File: config.mk
export PLATFORM = sky130hd
export DESIGN_NAME = pvf_formatter
export DESIGN_NICKNAME = d
export VERILOG_FILES = /design/src/hdl/pvf_pkg.sv /design/src/hdl/pvf_formatter.sv
export SDC_FILE = /design/constraint.sdc
export NUM_CORES = 1
export LEC_CHECK = 0
export ABC_AREA = 1
export BUFFER_PORTS_ARGS = -buffer_cell sky130_fd_sc_hd__buf_2
export CORE_ASPECT_RATIO = 0.5
export CORE_UTILIZATION = 50
export DETAILED_ROUTE_END_ITERATION = 7
export GPL_TIMING_DRIVEN = 0
export MAX_ROUTING_LAYER = met4
export PLACE_DENSITY = 0.76
export SLEW_MARGIN = 20
export SYNTH_ARGS = -nofsm -noshare
export SYNTH_HDL_FRONTEND = slang
export SYNTH_SLANG_ARGS = --single-unit
File: constraint.sdc
create_clock -name mclk -period 1.7 [get_ports mclk]
set_input_delay 0.255 -clock mclk [delete_from_list [all_inputs] [get_ports mclk]]
set_output_delay 0.255 -clock mclk [all_outputs]
set_load 0.005 [all_outputs]
File: src/hdl/pvf_pkg.sv
// Package of the vector packet formatter: packet field layout, vector
// type codes, legal ranges, register map and the state record types.
// Assumes a single clock domain and a classic Wishbone register port.
package pvf_pkg;

   // ***********************************************************
   // Packet field layout
   // ***********************************************************
   localparam int  WORDNO_LSB = 24;
   localparam int  ERR_BIT    = 23;
   localparam int  PH_LSB     = 21;
   localparam int  VT_LSB     = 16;
   localparam int  DATA_LSB   = 2;
   localparam int  CNT_LSB    = 7;
   localparam int  INFO_W     = 21;

   // ***********************************************************
   // Vector type codes and legal ranges
   // ***********************************************************
   localparam logic [2:0] VT_SHORT  = 3'h2;
   localparam logic [2:0] VT_SECURE = 3'h0;
   localparam logic [2:0] VT_ALPHA  = 3'h5;
   localparam logic [2:0] VT_HEXBIN = 3'h6;
   localparam logic [1:0] MT_NUM    = 2'h0;
   localparam logic [1:0] MT_TONE8  = 2'h1;
   localparam logic [1:0] MT_TONEN  = 2'h2;
   localparam logic [6:0] WORDNO_MIN = 7'h02;
   localparam logic [6:0] WORDNO_MAX = 7'h57;
   localparam logic [6:0] CNT_MIN   = 7'h01;
   localparam logic [6:0] CNT_MAX   = 7'h55;
   localparam logic [6:0] START_MIN = 7'h03;
   localparam logic [6:0] START_MAX = 7'h57;
   localparam logic [6:0] WORDNO_STEP = 7'h01;
   localparam logic [11:0] MASK_TONE8 = 12'h007;
   localparam logic [11:0] MASK_TONEN = 12'h3ff;

   // ***********************************************************
   // Register map (byte addresses) and reset values
   // ***********************************************************
   localparam logic [7:0]  REG_CTRL    = 8'h00;
   localparam logic [7:0]  REG_STATUS  = 8'h04;
   localparam logic [7:0]  REG_AFMCLR  = 8'h08;
   localparam logic [7:0]  REG_LASTVEC = 8'h0c;
   localparam logic [7:0]  REG_DROPS   = 8'h10;
   localparam logic        CTRL_RST    = 1'h1;
   localparam logic [15:0] DROP_ONE    = 16'h0001;
   localparam logic [15:0] DROP_MAX    = 16'hffff;

   // ***********************************************************
   // Types
   // ***********************************************************
   typedef enum logic [1:0] {ST_IDLE, ST_VEC, ST_MSG} pvf_fsm_t;

   typedef struct packed {
      logic [6:0]  vectorWordNumber;
      logic [1:0]  phase;
      logic [2:0]  vType;
      logic        bitErrs;
      logic        checkFail;
      logic        longAddr;
      logic        netAddr;
      logic [1:0]  msgType;
      logic [11:0] data;
      logic [6:0]  wordCount;
      logic [6:0]  startWord;
      logic [20:0] msgInfo;
      logic        msgErr;
   } pvf_vec_t;

   typedef struct packed {
      pvf_fsm_t    st;
      logic [31:0] pkt;
      logic [31:0] msg;
      logic        sendMsg;
      logic        enable;
      logic        afm;
      logic [31:0] lastVec;
      logic [15:0] dropCnt;
      logic        ack;
      logic [31:0] rdat;
   } pvf_state_t;

endpackage : pvf_pkg

File: src/hdl/pvf_formatter.sv
// Vector packet formatter: turns decoded short message and long data
// vectors into 32-bit packets, followed by the long-address message
// packet where one is due. Registers sit on a classic Wishbone slave.
// Assumes vector input and packet sink run on mclk.
//
// The register offsets and the Wishbone slave port were decided locally.
`timescale 1ns/10ps
module pvf_formatter
   import pvf_pkg::*;
(
   // Clock and reset
   input  wire logic        mclk,
   input  wire logic        nrst,
   // Decoded vector input
   input  wire logic        vecValid,
   input  wire pvf_vec_t    vecIn,
   output logic             vecReady,
   // Packet output to host transport
   output logic             pktValid,
   input  wire logic        pktReady,
   output logic [31:0]      pktData,
   // Wishbone slave
   input  wire logic        cyc_i,
   input  wire logic        stb_i,
   input  wire logic        we_i,
   input  wire logic [7:0]  adr_i,
   input  wire logic [3:0]  sel_i,
   input  wire logic [31:0] dat_i,
   output logic [31:0]      dat_o,
   output logic             ack_o,
   // Status
   output logic             allFrameMode
);

   // ***********************************************************
   // Packet builders
   // ***********************************************************
   function automatic logic [11:0] shortData(input logic [1:0]  mt,
                                             input logic [11:0] d);
      logic [11:0] r;
      r = d;
      case (mt)
         MT_TONE8: r = d & MASK_TONE8;
         MT_TONEN: r = d & MASK_TONEN;
         MT_NUM:   r = d;
         default:  r = d;
      endcase
      return r;
   endfunction : shortData

   function automatic logic longInvalid(input pvf_vec_t v);
      return (v.wordCount < CNT_MIN) || (v.wordCount > CNT_MAX) ||
             (v.startWord < START_MIN) || (v.startWord > START_MAX);
   endfunction : longInvalid

   pvf_state_t s;
   pvf_state_t n;
   logic       isShort;
   logic       isLong;
   logic       wordNumOk;
   logic       errFlag;
   logic       take;
   logic       wbReq;
   logic [31:0] vecPkt;
   logic [31:0] msgPkt;
   logic [20:0] msgBits;

   // ***********************************************************
   // Vector classification
   // ***********************************************************
   always_comb begin
      isShort = (vecIn.vType == VT_SHORT);
      isLong  = (vecIn.vType == VT_SECURE) || (vecIn.vType == VT_ALPHA) ||
                (vecIn.vType == VT_HEXBIN);
      wordNumOk = (vecIn.vectorWordNumber >= WORDNO_MIN) &&
                  (vecIn.vectorWordNumber <= WORDNO_MAX);
      errFlag = vecIn.bitErrs | vecIn.checkFail;
      if (isLong) begin
         errFlag = errFlag | longInvalid(vecIn);
      end
   end

   // ***********************************************************
   // Packet assembly
   // ***********************************************************
   always_comb begin
      vecPkt = 32'h0000_0000;
      vecPkt[WORDNO_LSB +: 7] = vecIn.vectorWordNumber;
      vecPkt[ERR_BIT]      = errFlag;
      vecPkt[PH_LSB +: 2]  = vecIn.phase;
      vecPkt[VT_LSB +: 3]  = vecIn.vType;
      if (isShort) begin
         vecPkt[DATA_LSB +: 12] = shortData(vecIn.msgType, vecIn.data);
         vecPkt[1:0]            = vecIn.msgType;
      end else begin
         vecPkt[CNT_LSB +: 7] = vecIn.wordCount;
         vecPkt[6:0]          = vecIn.startWord;
      end
      if (isShort && !((vecIn.msgType == MT_NUM) && !vecIn.netAddr)) begin
         msgBits = '0;
      end else begin
         msgBits = vecIn.msgInfo;
      end
      msgPkt = 32'h0000_0000;
      msgPkt[WORDNO_LSB +: 7] = vecIn.vectorWordNumber + WORDNO_STEP;
      msgPkt[ERR_BIT]     = vecIn.msgErr;
      msgPkt[PH_LSB +: 2] = vecIn.phase;
      msgPkt[0 +: INFO_W] = msgBits;
   end

   // ***********************************************************
   // Next state
   // ***********************************************************
   always_comb begin
      n        = s;
      vecReady = s.enable && (s.st == ST_IDLE);
      take     = vecValid && vecReady;
      wbReq    = cyc_i && stb_i && !s.ack;
      n.ack    = wbReq;
      case (s.st)
         ST_IDLE: begin
            if (take) begin
               if (!wordNumOk || !(isShort || isLong)) begin
                  if (s.dropCnt != DROP_MAX) begin
                     n.dropCnt = s.dropCnt + DROP_ONE;
                  end
               end else begin
                  n.st      = ST_VEC;
                  n.pkt     = vecPkt;
                  n.msg     = msgPkt;
                  n.lastVec = vecPkt;
                  n.sendMsg = vecIn.longAddr && !errFlag;
               end
            end
         end
         ST_VEC: begin
            if (pktReady) begin
               if (s.sendMsg) begin
                  n.st  = ST_MSG;
                  n.pkt = s.msg;
               end else begin
                  n.st = ST_IDLE;
               end
            end
         end
         ST_MSG: begin
            if (pktReady) begin
               n.st = ST_IDLE;
            end
         end
         default: n.st = ST_IDLE;
      endcase
      // Register writes commit on the acknowledge edge
      if (cyc_i && stb_i && s.ack && we_i && sel_i[0]) begin
         if (adr_i == REG_CTRL) begin
            n.enable = dat_i[0];
         end
         if ((adr_i == REG_AFMCLR) && dat_i[0]) begin
            n.afm = 1'b0;
         end
      end
      if (take && wordNumOk && isLong) begin
         n.afm = 1'b1;
      end
      // Register reads
      if (wbReq && !we_i) begin
         case (adr_i)
            REG_CTRL:    n.rdat = {31'h0000_0000, s.enable};
            REG_STATUS:  n.rdat = {30'h0000_0000,
                                   s.st != ST_IDLE, s.afm};
            REG_LASTVEC: n.rdat = s.lastVec;
            REG_DROPS:   n.rdat = {16'h0000, s.dropCnt};
            default:     n.rdat = 32'h0000_0000;
         endcase
      end
   end

   // ***********************************************************
   // State register
   // ***********************************************************
   always_ff @(posedge mclk or negedge nrst) begin
      if (!nrst) begin
         s.st      <= ST_IDLE;
         s.pkt     <= 32'h0000_0000;
         s.msg     <= 32'h0000_0000;
         s.sendMsg <= 1'b0;
         s.enable  <= CTRL_RST;
         s.afm     <= 1'b0;
         s.lastVec <= 32'h0000_0000;
         s.dropCnt <= 16'h0000;
         s.ack     <= 1'b0;
         s.rdat    <= 32'h0000_0000;
      end else begin
         s <= n;
      end
   end

   assign pktValid     = (s.st != ST_IDLE);
   assign pktData      = s.pkt;
   assign dat_o        = s.rdat;
   assign ack_o        = s.ack;
   assign allFrameMode = s.afm;

   // ***********************************************************
   // Assertions
   // ***********************************************************
   AST_TOP_ZERO: assert property (
      @(posedge mclk) disable iff (!nrst)
      pktValid |-> (pktData[31] == 1'b0))
      else $error("packet top bit not zero");

   AST_SHORT_TYPE: assert property (
      @(posedge mclk) disable iff (!nrst)
      (take && wordNumOk && isShort) |=> (pktData[VT_LSB +: 3] == VT_SHORT))
      else $error("short vector type not 010");

   AST_SHORT_ERR: assert property (
      @(posedge mclk) disable iff (!nrst)
      (take && wordNumOk && isShort) |=>
         (pktData[ERR_BIT] == $past(vecIn.bitErrs | vecIn.checkFail)))
      else $error("short vector error flag wrong");

   AST_LONG_INVALID: assert property (
      @(posedge mclk) disable iff (!nrst)
      (take && wordNumOk && isLong && (vecIn.wordCount == 7'h00)) |=>
         pktData[ERR_BIT])
      else $error("invalid count not flagged");

   AST_MSG_FOLLOWS: assert property (
      @(posedge mclk) disable iff (!nrst)
      (take && wordNumOk && isShort && vecIn.longAddr && !errFlag) ##1
         (pktValid && pktReady) |=> (s.st == ST_MSG) &&
         (pktData[WORDNO_LSB +: 7] ==
          $past(pktData[WORDNO_LSB +: 7], 1) + WORDNO_STEP))
      else $error("message packet not after vector");

   AST_ERR_WITHHOLD: assert property (
      @(posedge mclk) disable iff (!nrst)
      ((s.st == ST_VEC) && pktData[ERR_BIT] && pktReady) |=>
         (s.st == ST_IDLE))
      else $error("message sent after errored vector");

   AST_AFM_SET: assert property (
      @(posedge mclk) disable iff (!nrst)
      (take && wordNumOk && isLong) |=> allFrameMode [*2])
      else $error("all-frame mode not entered");

   AST_UNUSED_ZERO: assert property (
      @(posedge mclk) disable iff (!nrst)
      (s.st == ST_VEC) |-> (pktData[20:19] == 2'h0) &&
         (pktData[15:14] == 2'h0))
      else $error("unused vector bits not zero");

   AST_PKT_HOLD: assert property (
      @(posedge mclk) disable iff (!nrst)
      (pktValid && !pktReady) |=> pktValid && $stable(pktData))
      else $error("packet changed while stalled");

   AST_WB_ACK: assert property (
      @(posedge mclk) disable iff (!nrst)
      (cyc_i && stb_i && !ack_o) |=> ack_o ##1 !ack_o)
      else $error("bus ack not one cycle after request");

   AST_WORDNUM_REFUSE: assert property (
      @(posedge mclk) disable iff (!nrst)
      (take && !wordNumOk) |=> !pktValid)
      else $error("out of range word number not refused");

   AST_WORDNUM_FIELD: assert property (
      @(posedge mclk) disable iff (!nrst)
      (take && wordNumOk && (isShort || isLong)) |=>
         (pktData[WORDNO_LSB +: 7] == $past(vecIn.vectorWordNumber)))
      else $error("word number field wrong");

   AST_PHASE_FIELD: assert property (
      @(posedge mclk) disable iff (!nrst)
      (take && wordNumOk && (isShort || isLong)) |=>
         (pktData[PH_LSB +: 2] == $past(vecIn.phase)))
      else $error("phase field wrong");

   AST_NUMERIC_DATA: assert property (
      @(posedge mclk) disable iff (!nrst)
      (take && wordNumOk && isShort && (vecIn.msgType == MT_NUM)) |=>
         (pktData[DATA_LSB +: 12] == $past(vecIn.data)))
      else $error("numeric data bits altered");

   AST_TONE8_DATA: assert property (
      @(posedge mclk) disable iff (!nrst)
      (take && wordNumOk && isShort && (vecIn.msgType == MT_TONE8)) |=>
         (pktData[DATA_LSB +: 12] == {9'h000, $past(vecIn.data[2:0])}))
      else $error("tone source data wrong");

   AST_TONEN_DATA: assert property (
      @(posedge mclk) disable iff (!nrst)
      (take && wordNumOk && isShort && (vecIn.msgType == MT_TONEN)) |=>
         (pktData[DATA_LSB +: 12] == {2'h0, $past(vecIn.data[9:0])}))
      else $error("numbered tone data wrong");

   AST_SPARE_TYPE: assert property (
      @(posedge mclk) disable iff (!nrst)
      (take && wordNumOk && isShort && (vecIn.msgType == 2'h3)) |=>
         (pktData[0 +: 2] == 2'h3) &&
         (pktData[DATA_LSB +: 12] == $past(vecIn.data)))
      else $error("spare message type not passed");

   AST_LONG_FIELDS: assert property (
      @(posedge mclk) disable iff (!nrst)
      (take && wordNumOk && isLong) |=>
         (pktData[CNT_LSB +: 7] == $past(vecIn.wordCount)) &&
         (pktData[0 +: 7] == $past(vecIn.startWord)))
      else $error("long vector count or start wrong");

   AST_LONG_TYPE: assert property (
      @(posedge mclk) disable iff (!nrst)
      (take && wordNumOk && isLong) |=>
         ((pktData[VT_LSB +: 3] == VT_SECURE) ||
          (pktData[VT_LSB +: 3] == VT_ALPHA) ||
          (pktData[VT_LSB +: 3] == VT_HEXBIN)))
      else $error("long vector type code wrong");

   AST_COUNT_RANGE: assert property (
      @(posedge mclk) disable iff (!nrst)
      (take && wordNumOk && isLong && (vecIn.wordCount > CNT_MAX)) |=>
         pktData[ERR_BIT])
      else $error("count above range not flagged");

   AST_START_RANGE: assert property (
      @(posedge mclk) disable iff (!nrst)
      (take && wordNumOk && isLong && (vecIn.startWord > START_MAX)) |=>
         pktData[ERR_BIT])
      else $error("start above range not flagged");

   AST_MSG_PHASE: assert property (
      @(posedge mclk) disable iff (!nrst)
      ((s.st == ST_VEC) && s.sendMsg && pktReady) |=> (s.st == ST_MSG) &&
         (pktData[PH_LSB +: 2] == $past(pktData[PH_LSB +: 2])))
      else $error("message packet phase differs");

   AST_AFM_HOLD: assert property (
      @(posedge mclk) disable iff (!nrst)
      (!allFrameMode && !(take && wordNumOk && isLong)) |=> !allFrameMode)
      else $error("all-frame mode set without long vector");

endmodule : pvf_formatter

==> out/results.ini, run 1 <==
[sta]
max_freq_mhz=580.5
fin_ws_ns=-0.02275
period_minus_slack_ns=1.723
rsz0062_at_grt=true
fin_worst_skew_ns=0.01138
setup_viol=15
finalSetupTns_ns=-0.1100
hold_violations=0
worst_pin_slew_ns=0.5533
period_share=1.013
whs_ns=0.06358
maxSlewViolCount=0
slew_headroom=0.6272

[finish]
final_common_cell=nand2_1
drive_gt1_frac=0.2710
layoutNonFillerInstCount=1288
num_antenna_cells=0
seqCellArea_mm2=0.003455
multi_input_area_mm2=0.002713
nFillCells=1221
nets=1205
final_area_mm2=0.008941
final_cell_mix=350 x nand2_1, 151 x buf_2, 137 x dfrtp_1
syn_to_final_growth_pct=26.57

[place]
place.gp.congestion=0.9034
postPlaceCellArea_mm2=0.008084
port-buffer-count=146
dp_hpwl_um=14090
dp.cells=1247

[routing]
routed_via_density=5.097
drc=0
ant_nets=0
wirelength_um=19940
dr.pass1.iters=5
vias=6565
drtIter0Drc=576
wire_per_inst_um=15.48

[floorplanning]
core_area_mm2=0.01366
die_height_um=86.05
row_count=30
start_util=0.5170
die_w_um=170.1
dieArea_mm2=0.01464
io_pins=185

[pwr]
power_mw=10.88
powerDensity_mw_per_mm2=1217
switching_power_mw=3.219
pwr-share-comb=0.210
p_sw_frac=0.2958
leakage_nw=4.997
seqPwrFrac=0.406
internal_power_mw=7.664
pwr-share-clk=0.383
vdd_drop_max_uv=713.2

[yosys]
async_flop_share=1.000
synth_seq_cells=138
synth.avg_cell_area_um2=7.806
yosys.area_share.adder=0.008856
synthSimpleGateAreaFrac=0.2512
synth_compound_area_frac=0.09476
synth_area_leaders=dfrtp_1 49%, nand2_1 19%, buf_4 7.1%
synthXorXnorAreaFrac=0.01984
synth_cells=905
synthMuxAreaShare=0
synth_top_cell_by_area=dfrtp_1
ys_warn_count=0
synth_top_family_by_area=simple AND/OR/NAND/NOR gates
ys_seq_area_frac=0.4890
synth_edf_count=0
synth.cell_area_mm2=0.007064
netlist-cell-type-count=32
ys.flop_type=dfrtp_1
yosysTopAreaCellShare=0.4853

[clock_network]
numCtsBuffers=17
cts_root_buffer=clkbuf_16
clk_latency_ns=0.42
cts_tree=built
cts.sinks=138
cts_htree_levels=4
clkTransAtPathRegs_ns=0.06
cts_buffer_depth=2

[worst_setup_path]
worstPathRequired_ns=2.00
r2r-start=s[82]
reg2reg_to=pktData[28]
rrSetupSlack_ns=-0.02
arrival_ns=2.03
worstPathMaxFanout=7
path_class=reg -> reg
rr_worst_depth=10
end_kind=register
cp-start-kind=register

[grt]
overflow=0
grt_first_pass_wirelength_um=31060
grtUsageTotal=0.2894
grt_pass1_vias=6096
antenna_found_initial=0
grt_start_max_net_pins=74

[min_path]
worstHoldStart=pktReady
holdPathEnd=s[149]
hold_class=in -> reg
min_path_cells=2

[status]
violations=setup timing
status=finished with violations

[flow_run]
cap_violations=0

Yosys cell counts (2+ instances only):
cell type,instances
nand2_1,355
dfrtp_1,137
inv_1,78
o21ai_0,73
buf_4,67
nand3_1,30
nor2_1,29
clkbuf_1,18
o31ai_1,17
xor2_1,15
o22ai_1,14
o21ai_1,13
buf_2,11
nor3_1,11
nand4_1,7
ha_1,5
inv_2,5
nand2_2,3
a21oi_1,2
buf_6,2
nor4_1,2
routing by layer:
metal / share of wire / track usage / vias to the layer above
met3: 0.060 / 0.03969 / 22
met5: 0 / - / -
met2: 0.45 / 0.4329 / 243
met4: 0.012 / 0.08354 / 0
met1: 0.47 / 0.4115 / 3148
li1: - / - / 3152
critical path: stages, from the launching register on:
cell and delay, ns:
dfstp_2 0.54, inv_2 0.05, nor2_4 0.16, nand2_4 0.12, inv_4 0.08, nand4_4 0.15
nand2_4 0.17, inv_6 0.07, clkbuf_16 0.16, nand2_1 0.05, nand2_1 0.06
cell families (layout without fill, tap and decap cells):
| kind of cell | after synthesis | count (layout) |
|---|---|---|
| buffers and inverters | 181 | 369 |
| AO/OA/AOI/OAI | 121 | 121 |
| XOR/XNOR | 16 | 16 |
| other | 1 | 4 |
| adder cells (fa/ha/maj) | 5 | 5 |
| flip-flops | 138 | 138 |
| AND/OR/NAND/NOR | 443 | 443 |
how the worst max path moves through the flow:
stage | cells after the start | slack, ns | from | to
4_1_cts | 10 | -0.01 | s[82] | pktData[8]
5_1_grt | 10 | -0.10 | s[82] | pktData[15]
3_3_place_gp | 1 | -1.55 | nrst | s[97]
3_5_place_dp | 11 | -0.56 | s[148] | pktData[4]
2_1_floorplan | 10 | 0.05 | s[82] | pktData[14]
6_report | 10 | -0.02 | s[82] | pktData[28]
per-stage QoR:
stage               worst slack, ns  utilization
floorplan                   0.05490            -
global placement             -1.551       0.5889
detailed placement          -0.5649       0.5917
CTS                        -0.01275       0.6472
global route                -0.1028       0.6544
finish                     -0.02275       0.6544
state kept, by name, summed over array words and instances, names as in the netlist:
signal        count
ack_o             1
allFrameMode      1
dat_o            29
pktData          31
s                76
what timing repair did:
action,in CTS,in global routing
setup buffers,6,1
gates resized for setup,16,44
cloned,0,1
hold buffers,1,0
hold endpoints to repair,64,0
endpoints found under the setup margin,107,103
pin swaps,7,3
cell type report:
type	instances	area share
buffer	98	0.07893
clock buffer	21	0.05150
clock inverter	11	0.02155
inverter	83	0.03568
multi-input combinational	589	0.3034
sequential	138	0.3864
tap	192	0.02687
timing repair buffer	156	0.09572
power by group through the flow:
stage          clock network (mW)  registers [mW]  logic [mW]
2_1_floorplan                   0            4.32        1.40
3_3_place_gp                    0            4.41        2.06
3_5_place_dp                    0            4.43        2.13
4_1_cts                      4.18            4.40        2.22
5_1_grt                      4.32            4.49        2.56
6_report                     4.17            4.42        2.29
Note: power is estimated with default switching activity, not from simulation.
==> run 2, diff against run 1 <==
CAP_MARGIN = 20   (was not set)
clock period = 1.86 ns   (was 1.7 ns; I/O delays follow)
==> run 2 against run 1 <==
  * The flow now finishes without violations
  * Critical path depth rose by 1
  * Wire length decreased by 2.1%
  * Worst setup slack improved by 0.12 ns
  * Clock power down 8.9%
  * Global-route usage down 0.33 points
  * Total power shrank 9.4%
  * Maximum frequency decreased by 2.2%
  * Final cell count fell by 0.31%
  * First-iteration DRC count decreased by 5.0%
  * Non-clock buffer count fell by 4
  * Die area unchanged
  * Sequential share of layout area increased by 0.52 points
==> out/results.ini, run 2 (synthesis results as in run 1) <==
[status]
status=finished, final reports clean

[floorplanning]
row_count=30
core_area_mm2=0.01366
io_pins=185
start_util=0.5170
dieArea_mm2=0.01464
die_height_um=86.05
die_w_um=170.1

[sta]
period_minus_slack_ns=1.762
rsz0062_at_grt=true
hold_violations=0
worst_pin_slew_ns=0.5920
period_share=0.9473
slew_headroom=0.6054
fin_worst_skew_ns=0.008969
maxSlewViolCount=0
max_freq_mhz=567.6
fin_ws_ns=0.09807
whs_ns=0.08203
setup_viol=0

[min_path]
holdPathEnd=s[149]
hold_class=in -> reg
worstHoldStart=pktReady
min_path_cells=2

[worst_setup_path]
r2r-start=s[148]
path_common_cell=nand2_1
rrSetupSlack_ns=0.1
rr_worst_depth=11
worstPathMaxFanout=10
arrival_ns=2.07
max_stage_delay_ns=0.40
reg2reg_to=s[35]
cp-start-kind=register
path_cells=inv_2 -> nand2_4 -> nor2_4 -> nand2_4 -> a31oi_1 -> nand2_2 -> inv_2 -> buf_4 -> nand2_1 -> nand2_1 -> nand2_1
end_kind=register
path_class=reg -> reg
worstPathRequired_ns=2.17
critical_path.slowest_cell=dfrtp_1

[clock_network]
clk_latency_ns=0.42
cts_buffer_depth=2
cts.sinks=138
numCtsBuffers=17
cts_htree_levels=4
cts_root_buffer=clkbuf_16
clkTransAtPathRegs_ns=0.06
cts_tree=built

[routing]
drtIter0Drc=547
routed_via_density=5.061
drc=0
wire_per_inst_um=15.21
wirelength_um=19520
ant_nets=0
vias=6498
dr.pass1.iters=6

[finish]
final_area_mm2=0.008822
drive_gt1_frac=0.2573
final_common_cell=nand2_1
final_cell_mix=353 x nand2_1, 155 x buf_2, 137 x dfrtp_1
nFillCells=1227
num_antenna_cells=0
nets=1201
largest-register=s
largest_reg_flops=76
syn_to_final_growth_pct=24.88
final_util=0.6457

[place]
port-buffer-count=146
dp_hpwl_um=14090
place.gp.congestion=0.9034
post-place-ws_ns=-0.4049
postPlaceCellArea_mm2=0.008084

[pwr]
vdd_drop_max_uv=658.3
power_mw=9.865
leakage_nw=4.933
powerDensity_mw_per_mm2=1118

[grt]
grt_start_max_net_pins=74
grtUsageTotal=0.2862
grt_first_pass_wirelength_um=30730
grt_pass1_vias=6067
overflow=0
antenna_found_initial=0

[flow_run]
cap_violations=0

## run 2: routing by layer
| layer | share of wire | vias up | global-route usage |
|---|---|---|---|
| li1 | - | 3149 | - |
| met1 | 0.47 | 3090 | 0.4019 |
| met2 | 0.45 | 239 | 0.4292 |
| met3 | 0.066 | 20 | 0.04430 |
| met4 | 0.010 | 0 | 0.08436 |
| met5 | 0 | - | - |
## run 2: layout make-up
class	count	area, um2	share of cell area
flip-flops and latches	138	3455	0.3916
clock inverters	11	192.7	0.02184
inverters	83	311.5	0.03531
repair buffers	152	808.3	0.09162
clock buffers	21	460.4	0.05219
well taps	192	240.2	0.02723
plain buffers	98	651.9	0.07389
multi-input cells	589	2703	0.3063
## run 2: where the power goes
group	switching (mW)	total [mW]	internal [mW]
clock network	1.35	3.80	2.46
registers	0.390	4.04	3.65
logic	1.17	2.03	0.857
total	2.90	9.86	6.96
## run 2: timing repair
| item | CTS | global route |
|---|---|---|
| pin swaps | 2 | 5 |
| setup endpoints to repair | 105 | 68 |
| buffers inserted | 0 | 4 |
| hold endpoints to repair | 64 | 0 |
| gates resized for setup | 9 | 8 |
| hold buffers | 1 | 0 |
## run 2: how the worst max path moves through the flow
stage | startpoint | to | slack (ns) | cells past startpoint
final | s[148] | s[35] | 0.1 | 11
after global routing | s[82] | pktData[15] | -0.02 | 10
after CTS | s[148] | s[89] | 0.009 | 8
after detailed placement | s[148] | pktData[4] | -0.40 | 11
after global placement | nrst | s[97] | -1.42 | 1
after floorplan | s[82] | pktData[14] | 0.21 | 10
## run 2: critical path, delay by kind of cell (launching register included)
family                 cells  cell delay, ns
buffers and inverters      3            0.35
AOI/OAI and AO/OA          1            0.19
and+or+nand+nor            7            0.70
DFF                        1            0.40
## run 2: stage by stage
step           cells  setup TNS (ns)
2_1_floorplan    908               0
3_5_place_dp    1247          -30.86
6_report        1284               0
3_3_place_gp    1246         -220.20
5_1_grt         1284         -0.1649
4_1_cts         1280               0
==> run 3, diff against run 2 <==
BUFFER_PORTS_ARGS = not set   (was -buffer_cell sky130_fd_sc_hd__buf_2)
DONT_BUFFER_PORTS = 1   (was not set)
PLACE_DENSITY = not set   (was 0.76)
==> run 3 against run 2 <==
  * The run now ends with hold timing left
  * Critical path depth decreased by 4
  * Hold slack lost 0.53 ns
  * Worst setup slack improved by 0.021 ns
  * Clock power decreased by 13%
  * Clock skew grew 0.00090 ns
  * Total power decreased by 8.3%
  * Final area decreased by 9.0%
  * First-iteration DRC count is 24% lower
  * Maximum frequency up 1.2%
  * Wire length down 3.6%
  * Sequential power is essentially flat
  * Largest cell class unchanged
==> out/results.ini, run 3 (synthesis results as in run 1) <==
[worst_setup_path]
rr_worst_depth=7
arrival_ns=2.10
path_class=reg -> reg
cp-start-kind=register
end_kind=register
crit_end=pktData[23]
crit_path_start=s[149]
reg2reg_to=pktData[23]
worstPathRequired_ns=2.22
rrSetupSlack_ns=0.12
worstPathMaxFanout=10
r2r-start=s[149]

[floorplanning]
row_count=30
start_util=0.5170
die_w_um=170.1
dieArea_mm2=0.01464
io_pins=185
die_height_um=86.05
core_area_mm2=0.01366

[routing]
routed_via_density=5.186
wirelength_um=18830
drc=0
dr.pass1.iters=5
ant_nets=0
drtIter0Drc=418
vias=5907
wire_per_inst_um=16.53

[finish]
drive_gt1_frac=0.1489
syn_to_final_growth_pct=13.64
final_area_mm2=0.008028
num_antenna_cells=0
largest_reg_flops=76
largest-register=s
layoutNonFillerInstCount=1139
nets=1056
final_common_cell=nand2_1
final_cell_mix=353 x nand2_1, 137 x dfrtp_1, 77 x inv_1
final_util=0.5875

[grt]
antenna_found_initial=0
overflow=0
grt_start_max_net_pins=139
grt_pass1_vias=5485
grtUsageTotal=0.2744
grt_first_pass_wirelength_um=29190

[clock_network]
clk_latency_ns=0.42
cts.sinks=138
cts_tree=built
clkTransAtPathRegs_ns=0.06
cts_htree_levels=4
cts_buffer_depth=2
cts_root_buffer=clkbuf_16
numCtsBuffers=17
ctsHoldBuffers=3

[pwr]
switching_power_mw=2.748
leakage_nw=4.250
p_sw_frac=0.3037
pwr-share-clk=0.366
vdd_drop_max_uv=629.1
internal_power_mw=6.301
power_mw=9.049
powerDensity_mw_per_mm2=1127
pwr-share-comb=0.189
seqPwrFrac=0.444

[status]
violations=hold timing
status=finished with violations

[sta]
whs_ns=-0.4480
fin_worst_skew_ns=0.009865
period_minus_slack_ns=1.741
max_freq_mhz=574.4
period_share=0.9361
slew_headroom=0.6164
finalSetupTns_ns=0
setup_viol=0
maxSlewViolCount=0
hold_violations=138
worst_pin_slew_ns=0.5755
fin_ws_ns=0.1189

[place]
dp_hpwl_um=13550
postPlaceCellArea_mm2=0.007316
post-place-ws_ns=-0.4836
port-buffer-count=0
dp.cells=1100
place.gp.congestion=0.9361

[flow_run]
cap_violations=0

[min_path]
hold_class=in -> async

[run 3: cell count changes in the layout (fill, tap and decap cells not counted), sizes merged]
cell / change
inv: +2
dlygate4sd3: +2
buf: -149
clkinv: +1
bufinv: -4
clkinvlp: +2
clkbuf: +1
[run 3: area by class of cell]
class,count,area (um2)
Buffer,97,658.1
Clock buffer,20,466.7
Clock inverter,12,113.9
Fill cell,1306,5635
Inverter,83,311.5
Multi-Input combinational cell,589,2703
Sequential cell,138,3455
Tap cell,192,240.2
Timing Repair Buffer,8,80.08
[run 3: worst min-delay path by stage]
| stage | from | to | slack (ns) | cells after the start |
|---|---|---|---|---|
| floorplan | nrst | ack_o | -0.02 | 0 |
| global placement | nrst | dat_o[4] | -0.01 | 0 |
| detailed placement | nrst | dat_o[4] | -0.01 | 0 |
| CTS | nrst | dat_o[5] | -0.46 | 0 |
| global route | nrst | s[40] | -0.46 | 0 |
| finish | nrst | dat_o[5] | -0.45 | 0 |
[run 3: repair_timing]
| action | CTS | global route |
|---|---|---|
| cloned | 0 | 0 |
| buffers inserted | 2 | 3 |
| hold endpoints to repair | 142 | 138 |
| gates resized for setup | 9 | 16 |
| pin swaps | 3 | 5 |
| endpoints found under the setup margin | 106 | 81 |
[run 3: power groups by stage]
stage | clock network, mW | logic (mW) | registers (mW)
2_1_floorplan | 0 | 1.28 | 3.95
3_3_place_gp | 0 | 1.60 | 4.04
3_5_place_dp | 0 | 1.65 | 4.05
4_1_cts | 3.35 | 1.70 | 4.01
5_1_grt | 3.48 | 1.94 | 4.10
6_report | 3.32 | 1.71 | 4.02
[run 3: worst max-delay path: stages, from the launching register on]
cell and delay (ns):
dfrtp_1 0.40, buf_4 0.15, nor2_1 0.26, clkbuf_1 0.50, nand2_1 0.10, nand2_1 0.15, nand2_1 0.08, nand2_1 0.06
[run 3: metal layers]
| layer | part of all wire | global-route usage |
|---|---|---|
| met3 | 0.073 | 0.05861 |
| met5 | 0 | - |
| met4 | 0.0075 | 0.05733 |
| met2 | 0.42 | 0.3882 |
| met1 | 0.50 | 0.4026 |
